File: src/hw/uldc_regs.svh
// register offsets, field positions, reset values and timing counts
`ifndef ULDC_REGS_SVH
`define ULDC_REGS_SVH

// ----------------------------------------------------------------------
// register byte offsets
// ----------------------------------------------------------------------
`define ULDC_CTRL_OFS     8'h00
`define ULDC_BAUD_OFS     8'h04
`define ULDC_TXDATA_OFS   8'h08
`define ULDC_RXDATA_OFS   8'h0c
`define ULDC_STATUS_OFS   8'h10
`define ULDC_MASK_OFS     8'h14
`define ULDC_LINE_OFS     8'h18

// ----------------------------------------------------------------------
// control field positions
// ----------------------------------------------------------------------
`define ULDC_CTRL_NINE    0
`define ULDC_CTRL_PAR_EN  1
`define ULDC_CTRL_PAR_ODD 2
`define ULDC_CTRL_TWO_STP 3
`define ULDC_CTRL_HALF    4
`define ULDC_CTRL_AUTO    5
`define ULDC_CTRL_DIR_SW  6
`define ULDC_CTRL_P2P     7
`define ULDC_CTRL_W       8

// ----------------------------------------------------------------------
// status and mask bit positions
// ----------------------------------------------------------------------
`define ULDC_ST_RX_DONE   0
`define ULDC_ST_TX_DONE   1
`define ULDC_ST_PAR_ERR   2
`define ULDC_ST_FRM_ERR   3
`define ULDC_ST_OVERRUN   4
`define ULDC_ST_ECHO_ERR  5
`define ULDC_ST_TX_DROP   6
`define ULDC_ST_W         7

// ----------------------------------------------------------------------
// reset values
// ----------------------------------------------------------------------
`define ULDC_CTRL_RST     8'h40
`define ULDC_BAUD_RST     16'h0411
`define ULDC_MASK_RST     7'h00

// ----------------------------------------------------------------------
// timing
// ----------------------------------------------------------------------
`define ULDC_CLK_HZ       10000000
`define ULDC_MAX_BAUD     115200
`define ULDC_MIN_DIV      \
  16'((`ULDC_CLK_HZ + `ULDC_MAX_BAUD - 1) / `ULDC_MAX_BAUD)

// ----------------------------------------------------------------------
// bus answers
// ----------------------------------------------------------------------
`define ULDC_RESP_OKAY    2'b00
`define ULDC_RESP_SLVERR  2'b10

`endif

File: src/hw/uldc_pkg.sv
// types shared by the serial line controller modules
package uldc_pkg;

  // character format
  typedef struct packed {
    logic nine;
    logic par_en;
    logic par_odd;
    logic two_stop;
  } uldc_fmt_t;

  // frame state for both shifters
  typedef enum logic [2:0] {
    ULDC_IDLE  = 3'b000,
    ULDC_START = 3'b001,
    ULDC_DATA  = 3'b010,
    ULDC_PAR   = 3'b011,
    ULDC_STOP  = 3'b100
  } uldc_state_t;

  // received character with its checks
  typedef struct packed {
    logic [8:0] data;
    logic       done;
    logic       perr;
    logic       ferr;
  } uldc_rx_res_t;

endpackage

File: src/hw/uldc_tx.sv
// serial transmit shifter
`timescale 1ns/1ns
`default_nettype none
module uldc_tx (
  input  wire logic              clk,
  input  wire logic              rst_n,
  input  wire logic [15:0]       div,
  input  wire uldc_pkg::uldc_fmt_t fmt,
  input  wire logic              start,
  input  wire logic [8:0]        data,
  output var  logic              line,
  output var  logic              busy,
  output var  logic              done
);
  uldc_pkg::uldc_state_t state_reg;
  logic [15:0] cnt_reg;
  logic [3:0]  bit_reg;
  logic [8:0]  sh_reg;
  logic        par_reg;
  logic        tick;
  logic [8:0]  dmask;

  assign tick  = (cnt_reg == div - 16'h0001);
  assign dmask = fmt.nine ? data : {1'b0, data[7:0]};
  assign busy  = (state_reg != uldc_pkg::ULDC_IDLE);

  always_ff @(posedge clk) begin
    if (!rst_n || state_reg == uldc_pkg::ULDC_IDLE || tick) begin
      cnt_reg <= 16'h0000;
    end else begin
      cnt_reg <= cnt_reg + 16'h0001;
    end
  end

  always_ff @(posedge clk) begin
    done <= 1'b0;
    if (!rst_n) begin
      state_reg <= uldc_pkg::ULDC_IDLE;
      line      <= 1'b1;
      bit_reg   <= 4'h0;
      sh_reg    <= 9'h000;
      par_reg   <= 1'b0;
    end else begin
      case (state_reg)
        uldc_pkg::ULDC_IDLE: begin
          line <= 1'b1;
          if (start) begin
            sh_reg    <= dmask;
            par_reg   <= fmt.par_odd ? ~(^dmask) : ^dmask;
            line      <= 1'b0;
            state_reg <= uldc_pkg::ULDC_START;
          end
        end
        uldc_pkg::ULDC_START: begin
          if (tick) begin
            line      <= sh_reg[0];
            bit_reg   <= 4'h0;
            state_reg <= uldc_pkg::ULDC_DATA;
          end
        end
        uldc_pkg::ULDC_DATA: begin
          if (tick) begin
            sh_reg  <= {1'b0, sh_reg[8:1]};
            bit_reg <= bit_reg + 4'h1;
            if (bit_reg == (fmt.nine ? 4'h8 : 4'h7)) begin
              bit_reg   <= 4'h0;
              line      <= fmt.par_en ? par_reg : 1'b1;
              state_reg <= fmt.par_en ? uldc_pkg::ULDC_PAR
                                      : uldc_pkg::ULDC_STOP;
            end else begin
              line <= sh_reg[1];
            end
          end
        end
        uldc_pkg::ULDC_PAR: begin
          if (tick) begin
            line      <= 1'b1;
            state_reg <= uldc_pkg::ULDC_STOP;
          end
        end
        uldc_pkg::ULDC_STOP: begin
          if (tick) begin
            if (fmt.two_stop && bit_reg == 4'h0) begin
              bit_reg <= 4'h1;
            end else begin
              done      <= 1'b1;
              state_reg <= uldc_pkg::ULDC_IDLE;
            end
          end
        end
        default: begin
          state_reg <= uldc_pkg::ULDC_IDLE;
        end
      endcase
    end
  end
endmodule
`default_nettype wire

File: src/hw/uldc_rx.sv
// serial receive shifter with parity and stop checks
`timescale 1ns/1ns
`default_nettype none
module uldc_rx (
  input  wire logic                clk,
  input  wire logic                rst_n,
  input  wire logic [15:0]         div,
  input  wire uldc_pkg::uldc_fmt_t fmt,
  input  wire logic                line,
  output var  uldc_pkg::uldc_rx_res_t res
);
  uldc_pkg::uldc_state_t state_reg;
  logic [15:0] cnt_reg;
  logic [3:0]  bit_reg;
  logic [8:0]  sh_reg;
  logic        perr_reg;
  logic        ferr_reg;
  logic        tick;
  logic        half;

  assign tick = (cnt_reg == div - 16'h0001);
  assign half = (cnt_reg == {1'b0, div[15:1]} - 16'h0001);

  always_ff @(posedge clk) begin
    if (!rst_n || state_reg == uldc_pkg::ULDC_IDLE || tick ||
        (state_reg == uldc_pkg::ULDC_START && half)) begin
      cnt_reg <= 16'h0000;
    end else begin
      cnt_reg <= cnt_reg + 16'h0001;
    end
  end

  always_ff @(posedge clk) begin
    res.done <= 1'b0;
    if (!rst_n) begin
      state_reg <= uldc_pkg::ULDC_IDLE;
      bit_reg   <= 4'h0;
      sh_reg    <= 9'h000;
      perr_reg  <= 1'b0;
      ferr_reg  <= 1'b0;
      res       <= '0;
    end else begin
      case (state_reg)
        uldc_pkg::ULDC_IDLE: begin
          if (!line) begin
            state_reg <= uldc_pkg::ULDC_START;
          end
        end
        uldc_pkg::ULDC_START: begin
          if (half) begin
            bit_reg   <= 4'h0;
            sh_reg    <= 9'h000;
            perr_reg  <= 1'b0;
            ferr_reg  <= 1'b0;
            state_reg <= line ? uldc_pkg::ULDC_IDLE : uldc_pkg::ULDC_DATA;
          end
        end
        uldc_pkg::ULDC_DATA: begin
          if (tick) begin
            sh_reg[bit_reg] <= line;
            bit_reg         <= bit_reg + 4'h1;
            if (bit_reg == (fmt.nine ? 4'h8 : 4'h7)) begin
              bit_reg   <= 4'h0;
              state_reg <= fmt.par_en ? uldc_pkg::ULDC_PAR
                                      : uldc_pkg::ULDC_STOP;
            end
          end
        end
        uldc_pkg::ULDC_PAR: begin
          if (tick) begin
            perr_reg  <= line ^ (fmt.par_odd ? ~(^sh_reg) : ^sh_reg);
            state_reg <= uldc_pkg::ULDC_STOP;
          end
        end
        uldc_pkg::ULDC_STOP: begin
          if (tick) begin
            if (!line) begin
              ferr_reg <= 1'b1;
            end
            if (fmt.two_stop && bit_reg == 4'h0) begin
              bit_reg <= 4'h1;
            end else begin
              res.data  <= sh_reg;
              res.done  <= 1'b1;
              res.perr  <= perr_reg;
              res.ferr  <= ferr_reg | ~line;
              state_reg <= uldc_pkg::ULDC_IDLE;
            end
          end
        end
        default: begin
          state_reg <= uldc_pkg::ULDC_IDLE;
        end
      endcase
    end
  end
endmodule
`default_nettype wire

File: src/hw/uldc_top.sv
// serial line controller with line direction control, axi4-lite slave
// ----------------------------------------------------------------------
// Contract
// - 8/9 data bits, even/odd/no parity, 1/2 stops
// - programmable baud divisor, up to 115200 baud
// - full duplex: direction low enables transmit driver
// - half duplex: direction low transmits, high receives
// - point to point may hold direction low
// - full duplex only: override gates direction; off keeps driver enabled
// - receiver stays active while transmitting, echoing
// - direction held high during reset
// ----------------------------------------------------------------------
`timescale 1ns/1ns
`default_nettype none
`include "uldc_regs.svh"
module uldc_top (
  input  wire logic        aclk,
  input  wire logic        aresetn,
  input  wire logic [7:0]  awaddr,
  input  wire logic        awvalid,
  output var  logic        awready,
  input  wire logic [31:0] wdata,
  input  wire logic [3:0]  wstrb,
  input  wire logic        wvalid,
  output var  logic        wready,
  output var  logic [1:0]  bresp,
  output var  logic        bvalid,
  input  wire logic        bready,
  input  wire logic [7:0]  araddr,
  input  wire logic        arvalid,
  output var  logic        arready,
  output var  logic [31:0] rdata,
  output var  logic [1:0]  rresp,
  output var  logic        rvalid,
  input  wire logic        rready,
  input  wire logic        rxd,
  output var  logic        txd,
  output var  logic        second_pulse_output,
  input  wire logic        direction_override_switch,
  output var  logic        driver_enable_n,
  output var  logic        irq
);

  // --------------------------------------------------------------------
  // declarations
  // --------------------------------------------------------------------
  logic [7:0]                 aw_addr_reg;
  logic [31:0]                w_data_reg;
  logic [31:0]                w_mask_reg;
  logic                       aw_full_reg;
  logic                       w_full_reg;
  logic                       wr_fire;
  logic                       rd_fire;
  logic [31:0]                rd_data_next;
  logic                       rd_hit_next;
  logic [`ULDC_CTRL_W-1:0]    ctrl_reg;
  logic [15:0]                baud_reg;
  logic [15:0]                baud_next;
  logic [`ULDC_ST_W-1:0]      status_reg;
  logic [`ULDC_ST_W-1:0]      mask_reg;
  logic [`ULDC_ST_W-1:0]      events;
  logic [8:0]                 hold_reg;
  logic                       hold_full_reg;
  logic [8:0]                 last_tx_reg;
  logic [8:0]                 rx_data_reg;
  logic                       rx_valid_reg;
  logic                       dir_reg;
  logic                       dir_next;
  logic                       tx_go;
  logic                       tx_line;
  logic                       tx_busy;
  logic                       tx_done;
  logic                       wr_tx;
  logic                       rd_rx;
  logic [8:0]                 char_mask;
  uldc_pkg::uldc_fmt_t        fmt;
  uldc_pkg::uldc_rx_res_t     rx_res;

  assign fmt.nine     = ctrl_reg[`ULDC_CTRL_NINE];
  assign fmt.par_en   = ctrl_reg[`ULDC_CTRL_PAR_EN];
  assign fmt.par_odd  = ctrl_reg[`ULDC_CTRL_PAR_ODD];
  assign fmt.two_stop = ctrl_reg[`ULDC_CTRL_TWO_STP];
  assign char_mask    = fmt.nine ? 9'h1ff : 9'h0ff;

  // --------------------------------------------------------------------
  // axi4-lite write channel
  // --------------------------------------------------------------------
  assign wr_fire = aw_full_reg & w_full_reg & ~bvalid;
  assign wr_tx   = wr_fire && (aw_addr_reg == `ULDC_TXDATA_OFS);

  always_ff @(posedge aclk) begin
    if (!aresetn) begin
      awready     <= 1'b1;
      wready      <= 1'b1;
      aw_full_reg <= 1'b0;
      w_full_reg  <= 1'b0;
      aw_addr_reg <= 8'h00;
      w_data_reg  <= 32'h0000_0000;
      w_mask_reg  <= 32'h0000_0000;
      bvalid      <= 1'b0;
      bresp       <= `ULDC_RESP_OKAY;
    end else begin
      if (awvalid && awready) begin
        aw_addr_reg <= awaddr;
        aw_full_reg <= 1'b1;
        awready     <= 1'b0;
      end
      if (wvalid && wready) begin
        w_data_reg <= wdata;
        w_mask_reg <= {{8{wstrb[3]}}, {8{wstrb[2]}},
                       {8{wstrb[1]}}, {8{wstrb[0]}}};
        w_full_reg <= 1'b1;
        wready     <= 1'b0;
      end
      if (wr_fire) begin
        bvalid <= 1'b1;
        case (aw_addr_reg)
          `ULDC_CTRL_OFS, `ULDC_BAUD_OFS, `ULDC_TXDATA_OFS,
          `ULDC_STATUS_OFS, `ULDC_MASK_OFS: begin
            bresp <= `ULDC_RESP_OKAY;
          end
          default: begin
            bresp <= `ULDC_RESP_SLVERR;
          end
        endcase
      end
      if (bvalid && bready) begin
        bvalid      <= 1'b0;
        aw_full_reg <= 1'b0;
        w_full_reg  <= 1'b0;
        awready     <= 1'b1;
        wready      <= 1'b1;
      end
    end
  end

  // --------------------------------------------------------------------
  // axi4-lite read channel
  // --------------------------------------------------------------------
  assign rd_fire = arvalid & arready;
  assign rd_rx   = rd_fire && (araddr == `ULDC_RXDATA_OFS);

  always_comb begin
    rd_data_next = 32'h0000_0000;
    rd_hit_next  = 1'b1;
    case (araddr)
      `ULDC_CTRL_OFS:   rd_data_next[`ULDC_CTRL_W-1:0] = ctrl_reg;
      `ULDC_BAUD_OFS:   rd_data_next[15:0] = baud_reg;
      `ULDC_TXDATA_OFS: rd_data_next[8:0] = hold_reg;
      `ULDC_RXDATA_OFS: rd_data_next[8:0] = rx_data_reg;
      `ULDC_STATUS_OFS: rd_data_next[`ULDC_ST_W-1:0] = status_reg;
      `ULDC_MASK_OFS:   rd_data_next[`ULDC_ST_W-1:0] = mask_reg;
      `ULDC_LINE_OFS: begin
        rd_data_next[4:0] = {direction_override_switch, dir_reg,
                             rx_valid_reg, hold_full_reg, tx_busy};
      end
      default: begin
        rd_hit_next = 1'b0;
      end
    endcase
  end

  always_ff @(posedge aclk) begin
    if (!aresetn) begin
      arready <= 1'b1;
      rvalid  <= 1'b0;
      rdata   <= 32'h0000_0000;
      rresp   <= `ULDC_RESP_OKAY;
    end else begin
      if (rd_fire) begin
        arready <= 1'b0;
        rvalid  <= 1'b1;
        rdata   <= rd_data_next;
        rresp   <= rd_hit_next ? `ULDC_RESP_OKAY : `ULDC_RESP_SLVERR;
      end
      if (rvalid && rready) begin
        rvalid  <= 1'b0;
        arready <= 1'b1;
      end
    end
  end

  // --------------------------------------------------------------------
  // control, baud and mask registers
  // --------------------------------------------------------------------
  always_comb begin
    baud_next = (baud_reg & ~w_mask_reg[15:0]) |
                (w_data_reg[15:0] & w_mask_reg[15:0]);
    if (baud_next < `ULDC_MIN_DIV) begin
      baud_next = `ULDC_MIN_DIV;
    end
  end

  always_ff @(posedge aclk) begin
    if (!aresetn) begin
      ctrl_reg <= `ULDC_CTRL_RST;
      baud_reg <= `ULDC_BAUD_RST;
      mask_reg <= `ULDC_MASK_RST;
    end else if (wr_fire) begin
      if (aw_addr_reg == `ULDC_CTRL_OFS && wstrb_lane0()) begin
        ctrl_reg <= w_data_reg[`ULDC_CTRL_W-1:0];
      end
      if (aw_addr_reg == `ULDC_BAUD_OFS) begin
        baud_reg <= baud_next;
      end
      if (aw_addr_reg == `ULDC_MASK_OFS && wstrb_lane0()) begin
        mask_reg <= w_data_reg[`ULDC_ST_W-1:0];
      end
    end
  end

  function automatic logic wstrb_lane0();
    wstrb_lane0 = w_mask_reg[0];
  endfunction

  // --------------------------------------------------------------------
  // transmit holding register
  // --------------------------------------------------------------------
  assign tx_go = hold_full_reg & ~tx_busy &
                 (~ctrl_reg[`ULDC_CTRL_AUTO] | ~dir_reg);

  always_ff @(posedge aclk) begin
    if (!aresetn) begin
      hold_reg      <= 9'h000;
      hold_full_reg <= 1'b0;
      last_tx_reg   <= 9'h000;
    end else begin
      if (tx_go) begin
        hold_full_reg <= 1'b0;
        last_tx_reg   <= hold_reg & char_mask;
      end
      if (wr_tx && !hold_full_reg && w_mask_reg[0]) begin
        hold_reg      <= w_data_reg[8:0];
        hold_full_reg <= 1'b1;
      end
    end
  end

  // --------------------------------------------------------------------
  // line direction
  // --------------------------------------------------------------------
  always_comb begin
    if (ctrl_reg[`ULDC_CTRL_P2P]) begin
      dir_next = 1'b0;
    end else if (ctrl_reg[`ULDC_CTRL_AUTO]) begin
      dir_next = ~(hold_full_reg | tx_busy | tx_go);
    end else begin
      dir_next = ctrl_reg[`ULDC_CTRL_DIR_SW];
    end
  end

  always_ff @(posedge aclk) begin
    if (!aresetn) begin
      dir_reg             <= 1'b1;
      second_pulse_output <= 1'b1;
      driver_enable_n     <= 1'b1;
    end else begin
      dir_reg             <= dir_next;
      second_pulse_output <= dir_next;
      if (!direction_override_switch && !ctrl_reg[`ULDC_CTRL_HALF]) begin
        driver_enable_n <= 1'b0;
      end else begin
        driver_enable_n <= dir_next;
      end
    end
  end

  // --------------------------------------------------------------------
  // shifters
  // --------------------------------------------------------------------
  uldc_tx u_tx (
    .clk   (aclk),
    .rst_n (aresetn),
    .div   (baud_reg),
    .fmt   (fmt),
    .start (tx_go),
    .data  (hold_reg),
    .line  (tx_line),
    .busy  (tx_busy),
    .done  (tx_done)
  );

  // receiver never gated by direction so echoes come back
  uldc_rx u_rx (
    .clk   (aclk),
    .rst_n (aresetn),
    .div   (baud_reg),
    .fmt   (fmt),
    .line  (rxd),
    .res   (rx_res)
  );

  always_ff @(posedge aclk) begin
    if (!aresetn) begin
      txd <= 1'b1;
    end else begin
      txd <= tx_line;
    end
  end

  // --------------------------------------------------------------------
  // receive data register
  // --------------------------------------------------------------------
  always_ff @(posedge aclk) begin
    if (!aresetn) begin
      rx_data_reg  <= 9'h000;
      rx_valid_reg <= 1'b0;
    end else begin
      if (rd_rx) begin
        rx_valid_reg <= 1'b0;
      end
      if (rx_res.done) begin
        rx_data_reg  <= rx_res.data;
        rx_valid_reg <= 1'b1;
      end
    end
  end

  // --------------------------------------------------------------------
  // events, sticky status and interrupt
  // --------------------------------------------------------------------
  always_comb begin
    events = '0;
    events[`ULDC_ST_RX_DONE]  = rx_res.done;
    events[`ULDC_ST_TX_DONE]  = tx_done;
    events[`ULDC_ST_PAR_ERR]  = rx_res.done & rx_res.perr;
    events[`ULDC_ST_FRM_ERR]  = rx_res.done & rx_res.ferr;
    events[`ULDC_ST_OVERRUN]  = rx_res.done & rx_valid_reg & ~rd_rx;
    events[`ULDC_ST_ECHO_ERR] = rx_res.done & ctrl_reg[`ULDC_CTRL_HALF] &
                                (rx_res.data != last_tx_reg);
    events[`ULDC_ST_TX_DROP]  = wr_tx & hold_full_reg;
  end

  // set wins over a write-one clear in the same cycle
  always_ff @(posedge aclk) begin
    if (!aresetn) begin
      status_reg <= '0;
    end else if (wr_fire && aw_addr_reg == `ULDC_STATUS_OFS &&
                 w_mask_reg[0]) begin
      status_reg <= (status_reg & ~w_data_reg[`ULDC_ST_W-1:0]) | events;
    end else begin
      status_reg <= status_reg | events;
    end
  end

  always_ff @(posedge aclk) begin
    if (!aresetn) begin
      irq <= 1'b0;
    end else begin
      irq <= |(status_reg & mask_reg);
    end
  end

endmodule
`default_nettype wire

File: config.mk
export PLATFORM = sky130hd
export DESIGN_NAME = uldc_top
export DESIGN_NICKNAME = d
export VERILOG_FILES = /design/src/hw/uldc_pkg.sv /design/src/hw/uldc_tx.sv /design/src/hw/uldc_rx.sv /design/src/hw/uldc_top.sv
export VERILOG_INCLUDE_DIRS = /design/src /design/src/hw
export SDC_FILE = /design/constraint.sdc
export NUM_CORES = 1
export LEC_CHECK = 0
export BUFFER_PORTS_ARGS = -buffer_cell sky130_fd_sc_hd__buf_4
export CORE_MARGIN = 8
export CORE_UTILIZATION = 40
export CTS_BUF_LIST = sky130_fd_sc_hd__clkbuf_4
export CTS_CLUSTER_SIZE = 10
export DETAILED_ROUTE_END_ITERATION = 8
export PLACE_DENSITY_LB_ADDON = 0.25
export SLEW_MARGIN = 20
export SYNTH_ARGS = -nofsm -noshare
export SYNTH_HDL_FRONTEND = slang
export SYNTH_SLANG_ARGS = --single-unit
File: constraint.sdc
create_clock -name aclk -period 3.1 [get_ports aclk]
set_input_delay 0.155 -clock aclk [delete_from_list [all_inputs] [get_ports aclk]]
set_output_delay 0.155 -clock aclk [all_outputs]
set_load 0.02 [all_outputs]
After elaboration in Yosys (flattened, before gate mapping)
Index checks and enable logic that the tools add are counted.

Flip-flop bits (word level): 212. Logic and storage cells: 272. Output and inout bits: 45. Bits of input ports: 61.

Bitwise operators: 38. Equality and inequality tests: 41. Multiplexer cells: 76. Reductions and logical operators: 65. Add/subtract/negate cells: 6. Order comparisons: 3.

Operators with widths (number): $mux W9 (6); $eq A16 B16 Y1 (3); $mux W3 (16); $mux W4 (11); $eq A8 B5 Y1 const B (5); $pmux W9 S2 (2); $pmux W5 S7 (1); $add A16 B1 Y16 const B (2); $and A16 B16 Y16 (2); $pmux W3 S5 (2); $eq A8 B4 Y1 const B (3); $ne A2 B1 Y1 const B (12); $pmux W4 S3 (2); $mux W1 (22); $reduce_and A3 Y1 (6); $reduce_xor A9 Y1 (2); $logic_and A1 B1 Y1 (17); $eq A8 B3 Y1 const B (2); $logic_not A8 Y1 (2); $lt A16 B7 Y1 const B (1); $mux W16 (1); $not A16 Y16 (1); $or A16 B16 Y16 (1); $sub A15 B1 Y16 const B (1); 40 further kinds (106).

Logic depth before layout (Yosys ltp)
Gate-level depths: netlist of the first run.

Word-level depth: 9. Depth in mapped cells: 13. Depth with buffers taken out: 10.

Cells and area by module
From an unflattened synthesis of the first run, not the netlist that was laid out.

Cells, all modules: 1340. Area, all modules: 11334.6 µm².

By module, submodules not included: uldc_top (sequential area each 2442.3 µm², times used 1, area an instance 5412.7 µm², cells each 606); uldc_rx (sequential area each 920.9 µm², times used 1, area an instance 3509.6 µm², cells each 440); uldc_tx (sequential area each 700.7 µm², times used 1, area an instance 2412.3 µm², cells each 294).

Worst setup path after synthesis of the first run
OpenSTA, ideal clock, no wires.

Path kind: reg2reg. Start: register baud_reg[2]. End: register u_rx.bit_reg[2]. Data arrival time: 2.851 ns. Clock period less this slack: 2.968 ns. Cell stages (with the launch flop): 12. Buffers on the path: 1. Setup slack: 0.132 ns. Required time: 2.983 ns. Library setup time: 0.117 ns. Path through: dfxtp_1 > clkbuf_1 > inv_1 > ha_1 > nor3b_1 > o2111ai_1 > o22a_1 > o22a_1 > a2111oi_1 > nand4b_1 > o31a_1 > a32o_1.

Longest elaborated chain between the ends: 4. Elaborated cells between the ends (all ways): 8. Those cells by class: 2 x add/sub; 5 x eq/ne; 1 x reduce/logical.

Ends and longest elaborated chain: start, declared (RTL line uldc_top.sv:57) `logic [15:0] baud_reg;`; start signal, assigned (RTL line uldc_top.sv:197) `` baud_reg <= `ULDC_BAUD_RST; ``; start signal, assigned (RTL line uldc_top.sv:204) `baud_reg <= baud_next;`; $sub A16 B1 Y16 / $sub A15 B1 Y16 (equally long branches) (RTL line uldc_rx.sv:21, uldc_rx.sv:22); $eq A16 B16 Y1 (on tied branches) (RTL line uldc_rx.sv:21, uldc_rx.sv:22); $ne A2 B1 Y1 (no source line); $reduce_and A5 Y1 (no source line) (*); end signal, assigned (RTL line uldc_rx.sv:61) `bit_reg <= bit_reg + 4'h1;`; end, declared (RTL line uldc_rx.sv:14) `logic [3:0] bit_reg;`.

Mark *: on every way between the ends. The rest lies on a longest branch, timed or not. A chain may end at the register's enable or synchronous reset.

Worst setup path in the final report of the first run
Start: register baud_reg[7]. End: register u_rx.res[3] (netlist bit).

Longest elaborated chain between the ends: 3.

Ends and longest elaborated chain: $sub A16 B1 Y16 (RTL line uldc_rx.sv:21) `assign tick = (cnt_reg == div - 16'h0001);`; $eq A16 B16 Y1 (RTL line uldc_rx.sv:21); $reduce_and A3 Y1 (no source line); end, declared (RTL line uldc_rx.sv:10) `output var uldc_pkg::uldc_rx_res_t res`.

No other way between the ends.

==> results of run 1 <==
==> synth_stat cells (all sizes together), types with 4 or more instances <==
master | count | area share [%]
nor2b | 24 | 1.4
o2111ai | 5 | 0.41
dfxtp | 203 | 38
nand3 | 79 | 3.8
or3b | 4 | 0.33
or4 | 8 | 0.63
nor3 | 18 | 0.88
nor3b | 8 | 0.65
a211oi | 7 | 0.49
nand4 | 10 | 0.58
a21o | 6 | 0.42
a21oi | 99 | 4.6
xor2 | 40 | 3.3
inv | 26 | 0.91
clkbuf | 54 | 1.9
and2 | 9 | 0.52
and3b | 4 | 0.33
o2bb2ai | 7 | 0.57
and3 | 17 | 0.99
or3 | 10 | 0.63
o311a | 9 | 0.84
a22oi | 14 | 0.98
ha | 10 | 1.2
nor4 | 20 | 1.9
a31oi | 11 | 0.64
nand2 | 160 | 5.6
mux2i | 44 | 4.1
a222oi | 14 | 1.3
o21ai | 47 | 2.2
nand2b | 11 | 0.64
o21a | 4 | 0.28
o31ai | 7 | 0.49
o211ai | 4 | 0.28
xnor2 | 64 | 5.2
nor2 | 134 | 4.7
o22ai | 8 | 0.46
buf | 48 | 2.9
==> report_power, final <==
group | internal, mW | leakage [nW] | switching [mW]
clock | 1.03 | 0.355 | 1.13
sequential | 2.66 | 1.64 | 0.0864
combinational | 0.229 | 2.97 | 0.297
total | 3.92 | 4.97 | 1.51
==> metrics by stage <==
stage	hold slack, ns	setup WS [ns]
floorplan	0.2554	0.1317
global placement	0.3560	0.1203
detailed placement	0.3710	0.1085
CTS	0.02164	0.07371
global route	0.03794	0.0006968
finish	0.06592	0.08563
==> what timing repair did <==
| item | CTS | global route |
|---|---|---|
| hold buffers | 46 | 0 |
| setup buffers | 0 | 12 |
| endpoints found under the setup margin | 0 | 47 |
| endpoints found under the hold margin | 68 | 0 |
| resized for setup | 0 | 19 |
==> layout make-up <==
type / count / area, um2
tap: 341 / 426.7
sequential: 203 / 4069
multi-input combinational: 988 / 6211
inverter: 26 / 98.84
fill: 2584 / 13750
clock buffer: 68 / 510.5
antenna: 1 / 2.502
timing repair buffer: 187 / 1573
clock inverter: 20 / 87.58
==> cells by family (layout without fill, tap and decap cells) <==
family / Yosys count / in the layout
and+or+nand+nor: 529 / 529
muxes: 47 / 47
other: 1 / 19
adders and majority gates: 10 / 10
xor gates and xnor gates: 107 / 107
DFF: 203 / 203
AOI/OAI and AO/OA: 277 / 277
buffers and inverters: 128 / 301
==> how the worst max path moves through the flow <==
| stage | end | startpoint | cells after the start | slack [ns] |
|---|---|---|---|---|
| 2_1_floorplan | u_rx.bit_reg[2] | baud_reg[2] | 11 | 0.13 |
| 3_3_place_gp | u_rx.sh_reg[0] | baud_reg[1] | 12 | 0.12 |
| 3_5_place_dp | u_rx.bit_reg[2] | baud_reg[4] | 9 | 0.11 |
| 4_1_cts | u_rx.bit_reg[2] | baud_reg[4] | 9 | 0.07 |
| 5_1_grt | u_rx.res[10] | baud_reg[2] | 12 | 0.0007 |
| 6_report | u_rx.res[3] | baud_reg[7] | 9 | 0.09 |
==> routing by layer <==
metal | up-vias | GRT usage [%] | part of all wire, %
li1 | 4911 | - | -
met1 | 4733 | 24.35 | 45
met2 | 364 | 30.57 | 45
met3 | 61 | 3.931 | 6.5
met4 | 0 | 7.143 | 2.8
met5 | - | 0 | 0
==> critical path, stage by stage, from the launching register on <==
cell,delay (ns)
dfxtp_1,0.37
or4_4,0.61
a211oi_1,0.25
nand3_1,0.14
or3_4,0.40
nor4_4,0.41
and4bb_1,0.27
buf_6,0.14
mux2i_1,0.20
nor2_1,0.05
==> flow_metrics.env, run 1 <==
export IMPL_status="complete, no violations"
export IMPL_synth_compound_area_share_pct=17.14
export IMPL_vias_per_cell=5.490
export IMPL_end_kind="register"
export IMPL_hp_class="input port to register"
export IMPL_design_area_um2=12980
export IMPL_cts_root_buffer="clkbuf_4"
export IMPL_dp_cells=1687
export IMPL_layout_commonest_cell="dfxtp_1"
export IMPL_area_delta_synth_final_pct=20.55
export IMPL_clockBufferDepth=3
export IMPL_syn_inst=1302
export IMPL_hp_start="arvalid"
export IMPL_muxShareOfSynthArea_pct=4.509
export IMPL_nets=1530
export IMPL_final_setup_tns_ns=0
export IMPL_period_share_pct=97.24
export IMPL_drv_cap=0
export IMPL_fin_util_pct=48.56
export IMPL_clk_pin_slew_worst_paths_ns=0.07
export IMPL_synth_seq_cells=203
export IMPL_arrival_ns=3.53
export IMPL_avgRoutedWirePerCell_um=17.40
export IMPL_num_rows=60
export IMPL_slew_violations=0
export IMPL_timing_hold_worst_path_depth=4
export IMPL_postSynthAreaPerCell_um2=8.269
export IMPL_fin_skew_ns=0.04718
export IMPL_grt_max_degree=55
export IMPL_p_leak_nw=4.972
export IMPL_setup_viol=0
export IMPL_chipHeight_um=180.1
export IMPL_drc_errors=0
export IMPL_start_kind="register"
export IMPL_clkSinkCount=203
export IMPL_ir_drop_mv=0.3260
export IMPL_dpl_cell_area_um2=11760
export IMPL_cts_max_level=2
export IMPL_vias=10070
export IMPL_synth_edf_count=0
export IMPL_final_cell_mix="dfxtp_1 (199), nand2_1 (160), buf_4 (136), nor2_1 (132), a21oi_1 (99)"
export IMPL_io_pins=106
export IMPL_seq_area_frac_synth_pct=37.75
export IMPL_routed_wl_um=31920
export IMPL_die_x_um=180.1
export IMPL_grt_pass1_wl_um=51150
export IMPL_synth_cell_area_um2=10770
export IMPL_dieArea_um2=32420
export IMPL_first_global_vias=9545
export IMPL_synth_adder_area_share_pct=1.162
export IMPL_cp_max_fo=6
export IMPL_finalPower_mw=5.428
export IMPL_antenna_found_initial=1
export IMPL_core_um2=26730
export IMPL_yosysUniqueCellTypes=81
export IMPL_async_reset_ff_share_pct=0
export IMPL_power_density_nw_per_um2=418.2
export IMPL_synth_xor_area_share_pct=9.088
export IMPL_synth_main_ff_cell="dfxtp_1"
export IMPL_hpwlAfterDp_um=22140
export IMPL_first_pass_iters=9
export IMPL_start_util_pct=40.29
export IMPL_cp_required_ns=3.61
export IMPL_numCtsBuffers=53
export IMPL_r2r_start="baud_reg[7]"
export IMPL_hold_violations=0
export IMPL_io_buffers=69
export IMPL_fin_cells=1834
export IMPL_tritoncts="done"
export IMPL_tightestPinTransition_ns=0.8571
export IMPL_fmax_ghz=0.3317
export IMPL_path_class="register to register"
export IMPL_reg2reg_slack_ns=0.09
export IMPL_drive_gt1_share_pct=17.83
export IMPL_grt_overflow_total=0
export IMPL_r2r_cells=9
export IMPL_drt_iter0_drc=700
export IMPL_max_slew_margin_rel_pct=42.78
export IMPL_rsz0062_at_grt="no"
export IMPL_insertion_delay_ns=0.68
export IMPL_antenna_left=0
export IMPL_r2r_end="u_rx.res[3]"
export IMPL_synth_top_family_by_area="simple AND/OR/NAND/NOR gates"
export IMPL_yosys_warnings=0
export IMPL_hold_end="rdata[8]"
export IMPL_grt_usage_pct=18.86
export IMPL_place_congestion=0.8946
export IMPL_yosys_area_share_simple_pct=24.60
export IMPL_final_min_clock_period_ns=3.014
Note: power is estimated with default switching activity, not from simulation.
==> run 2, diff against run 1 <==
- RECOVER_POWER: not set -> 100
==> run 2 against run 1 <==
Maximum frequency up 0.28%; largest power group unchanged; sequential cell count unchanged; total power down 0.14%; core utilization down 0.55 points; combinational power down 2%; sequential share of layout area up 0.36 points; highest routed layer unchanged; the flow now finishes with violations (max-capacitance violations, max-slew violations); die area unchanged; first-iteration DRC count up 9.0%.
==> flow_metrics.env, run 2 (same netlist as run 1, synthesis figures left out) <==
export IMPL_status="finished, violations left"
export IMPL_failed_checks="max-capacitance violations, max-slew violations"
export IMPL_insertion_delay_ns=0.69
export IMPL_layout_commonest_cell="dfxtp_1"
export IMPL_start_kind="register"
export IMPL_final_setup_tns_ns=0
export IMPL_reg2reg_slack_ns=0.09
export IMPL_cp_max_fo=6
export IMPL_cts_max_level=2
export IMPL_r2r_end="u_rx.res[3]"
export IMPL_dieArea_um2=32420
export IMPL_clk_pin_slew_worst_paths_ns=0.06
export IMPL_hpwlAfterDp_um=22140
export IMPL_place_congestion=0.8946
export IMPL_grt_usage_pct=18.86
export IMPL_whs_ns=0.07999
export IMPL_numCtsBuffers=53
export IMPL_routed_wl_um=31830
export IMPL_fin_skew_ns=0.04013
export IMPL_path_class="register to register"
export IMPL_cp_required_ns=3.62
export IMPL_dp_cells=1687
export IMPL_first_pass_iters=8
export IMPL_fill_cells=2622
export IMPL_drt_iter0_drc=763
export IMPL_slew_violations=37
export IMPL_antenna_found_initial=1
export IMPL_r2r_start="baud_reg[7]"
export IMPL_clockBufferDepth=3
export IMPL_cp_top_family="simple AND/OR/NAND/NOR gates"
export IMPL_grt_max_degree=55
export IMPL_cts_root_buffer="clkbuf_4"
export IMPL_crit_cells=9
export IMPL_drive_gt1_share_pct=15.48
export IMPL_first_global_vias=9545
export IMPL_grt_pass1_wl_um=51150
export IMPL_finalPower_mw=5.420
export IMPL_slowest_stage="or4_4"
export IMPL_avgRoutedWirePerCell_um=17.36
export IMPL_clkSinkCount=203
export IMPL_nets=1530
export IMPL_rsz0062_at_grt="no"
export IMPL_r2r_cells=9
export IMPL_die_x_um=180.1
export IMPL_vias=10040
export IMPL_core_um2=26730
export IMPL_critical_path_endpoint="u_rx.res[3]"
export IMPL_p_leak_nw=4.822
export IMPL_hp_class="input port to register"
export IMPL_ir_drop_mv=0.3248
export IMPL_drc_errors=0
export IMPL_dpl_cell_area_um2=11760
export IMPL_max_slew_margin_rel_pct=-6.800
export IMPL_grt_overflow_total=0
export IMPL_worst_path_buf_inv=1
export IMPL_hp_start="arvalid"
export IMPL_setup_viol=0
export IMPL_tightestPinTransition_ns=1.602
export IMPL_num_rows=60
export IMPL_end_kind="register"
export IMPL_antenna_left=0
export IMPL_io_buffers=69
export IMPL_final_min_clock_period_ns=3.006
export IMPL_tritoncts="done"
export IMPL_hold_violations=0
export IMPL_crit_path_cell_trace="or4_4, a211oi_1, nand3_1, or3_4, nor4_4, and4bb_1, buf_6, mux2i_1, nor2_1"
export IMPL_crit_start="baud_reg[7]"
export IMPL_fin_cells=1834
export IMPL_start_util_pct=40.29
export IMPL_io_pins=106
export IMPL_vias_per_cell=5.473
export IMPL_chipHeight_um=180.1
export IMPL_final_cell_mix="dfxtp_1 (199), nand2_1 (160), nor2_1 (132), buf_4 (100), a21oi_1 (99)"
export IMPL_crit_path_max_incr_delay_ns=0.61
export IMPL_design_area_um2=12830
export IMPL_fmax_ghz=0.3327
export IMPL_arrival_ns=3.53
export IMPL_drv_cap=1
export IMPL_power_density_nw_per_um2=422.4
export IMPL_period_share_pct=96.97
export IMPL_area_delta_synth_final_pct=19.19
## run 2: what timing repair did
item	CTS	global route
gates resized for setup	0	19
endpoints found under the setup margin	0	47
buffers inserted	0	12
hold buffers	46	0
endpoints found under the hold margin	68	0
## run 2: area by class of cell
class,instances,area (um2),area share (%)
clock buffer,68,510.5,3.978
inverter,26,98.84,0.7703
timing repair buffer,187,1426,11.12
multi-input combinational,988,6211,48.40
tap,341,426.7,3.325
sequential,203,4069,31.71
antenna,1,2.502,0.01950
clock inverter,20,87.58,0.6825
## run 2: metal layers
layer,track usage [%],vias up,share of wire (%)
met2,30.57,365,46
li1,-,4908,-
met1,24.35,4703,45
met3,3.931,61,6.5
met4,7.143,0,2.8
met5,0,-,0
## run 2: worst reg2reg max path, cell delays in order, from the launching register on
cell and delay [ns]:
dfxtp_1 0.37, or4_4 0.61, a211oi_1 0.25, nand3_1 0.14
or3_4 0.40, nor4_4 0.41, and4bb_1 0.27, buf_6 0.14
mux2i_1 0.20, nor2_1 0.05
## run 2: through the flow
stage / setup slack (ns) / util (%)
floorplan: 0.1317 / -
global placement: 0.1203 / 44.00
detailed placement: 0.1085 / 44.00
CTS: 0.07371 / 47.96
global route: 0.0008133 / 48.02
finish: 0.09405 / 48.02
## run 2: where the power goes
part           total (mW)  internal, mW  switching (mW)
Combinational       0.517         0.220           0.297
Sequential           2.75          2.66          0.0856
Clock                2.16          1.03            1.13
## run 2: how the worst min path moves through the flow
stage / cells after the start / slack, ns / end
after global placement: 2 / 0.36 / wready
after global routing: 4 / 0.04 / rdata[8]
after detailed placement: 2 / 0.37 / wready
final: 4 / 0.08 / rdata[8]
after CTS: 4 / 0.02 / rdata[8]
after floorplan: 1 / 0.26 / wready
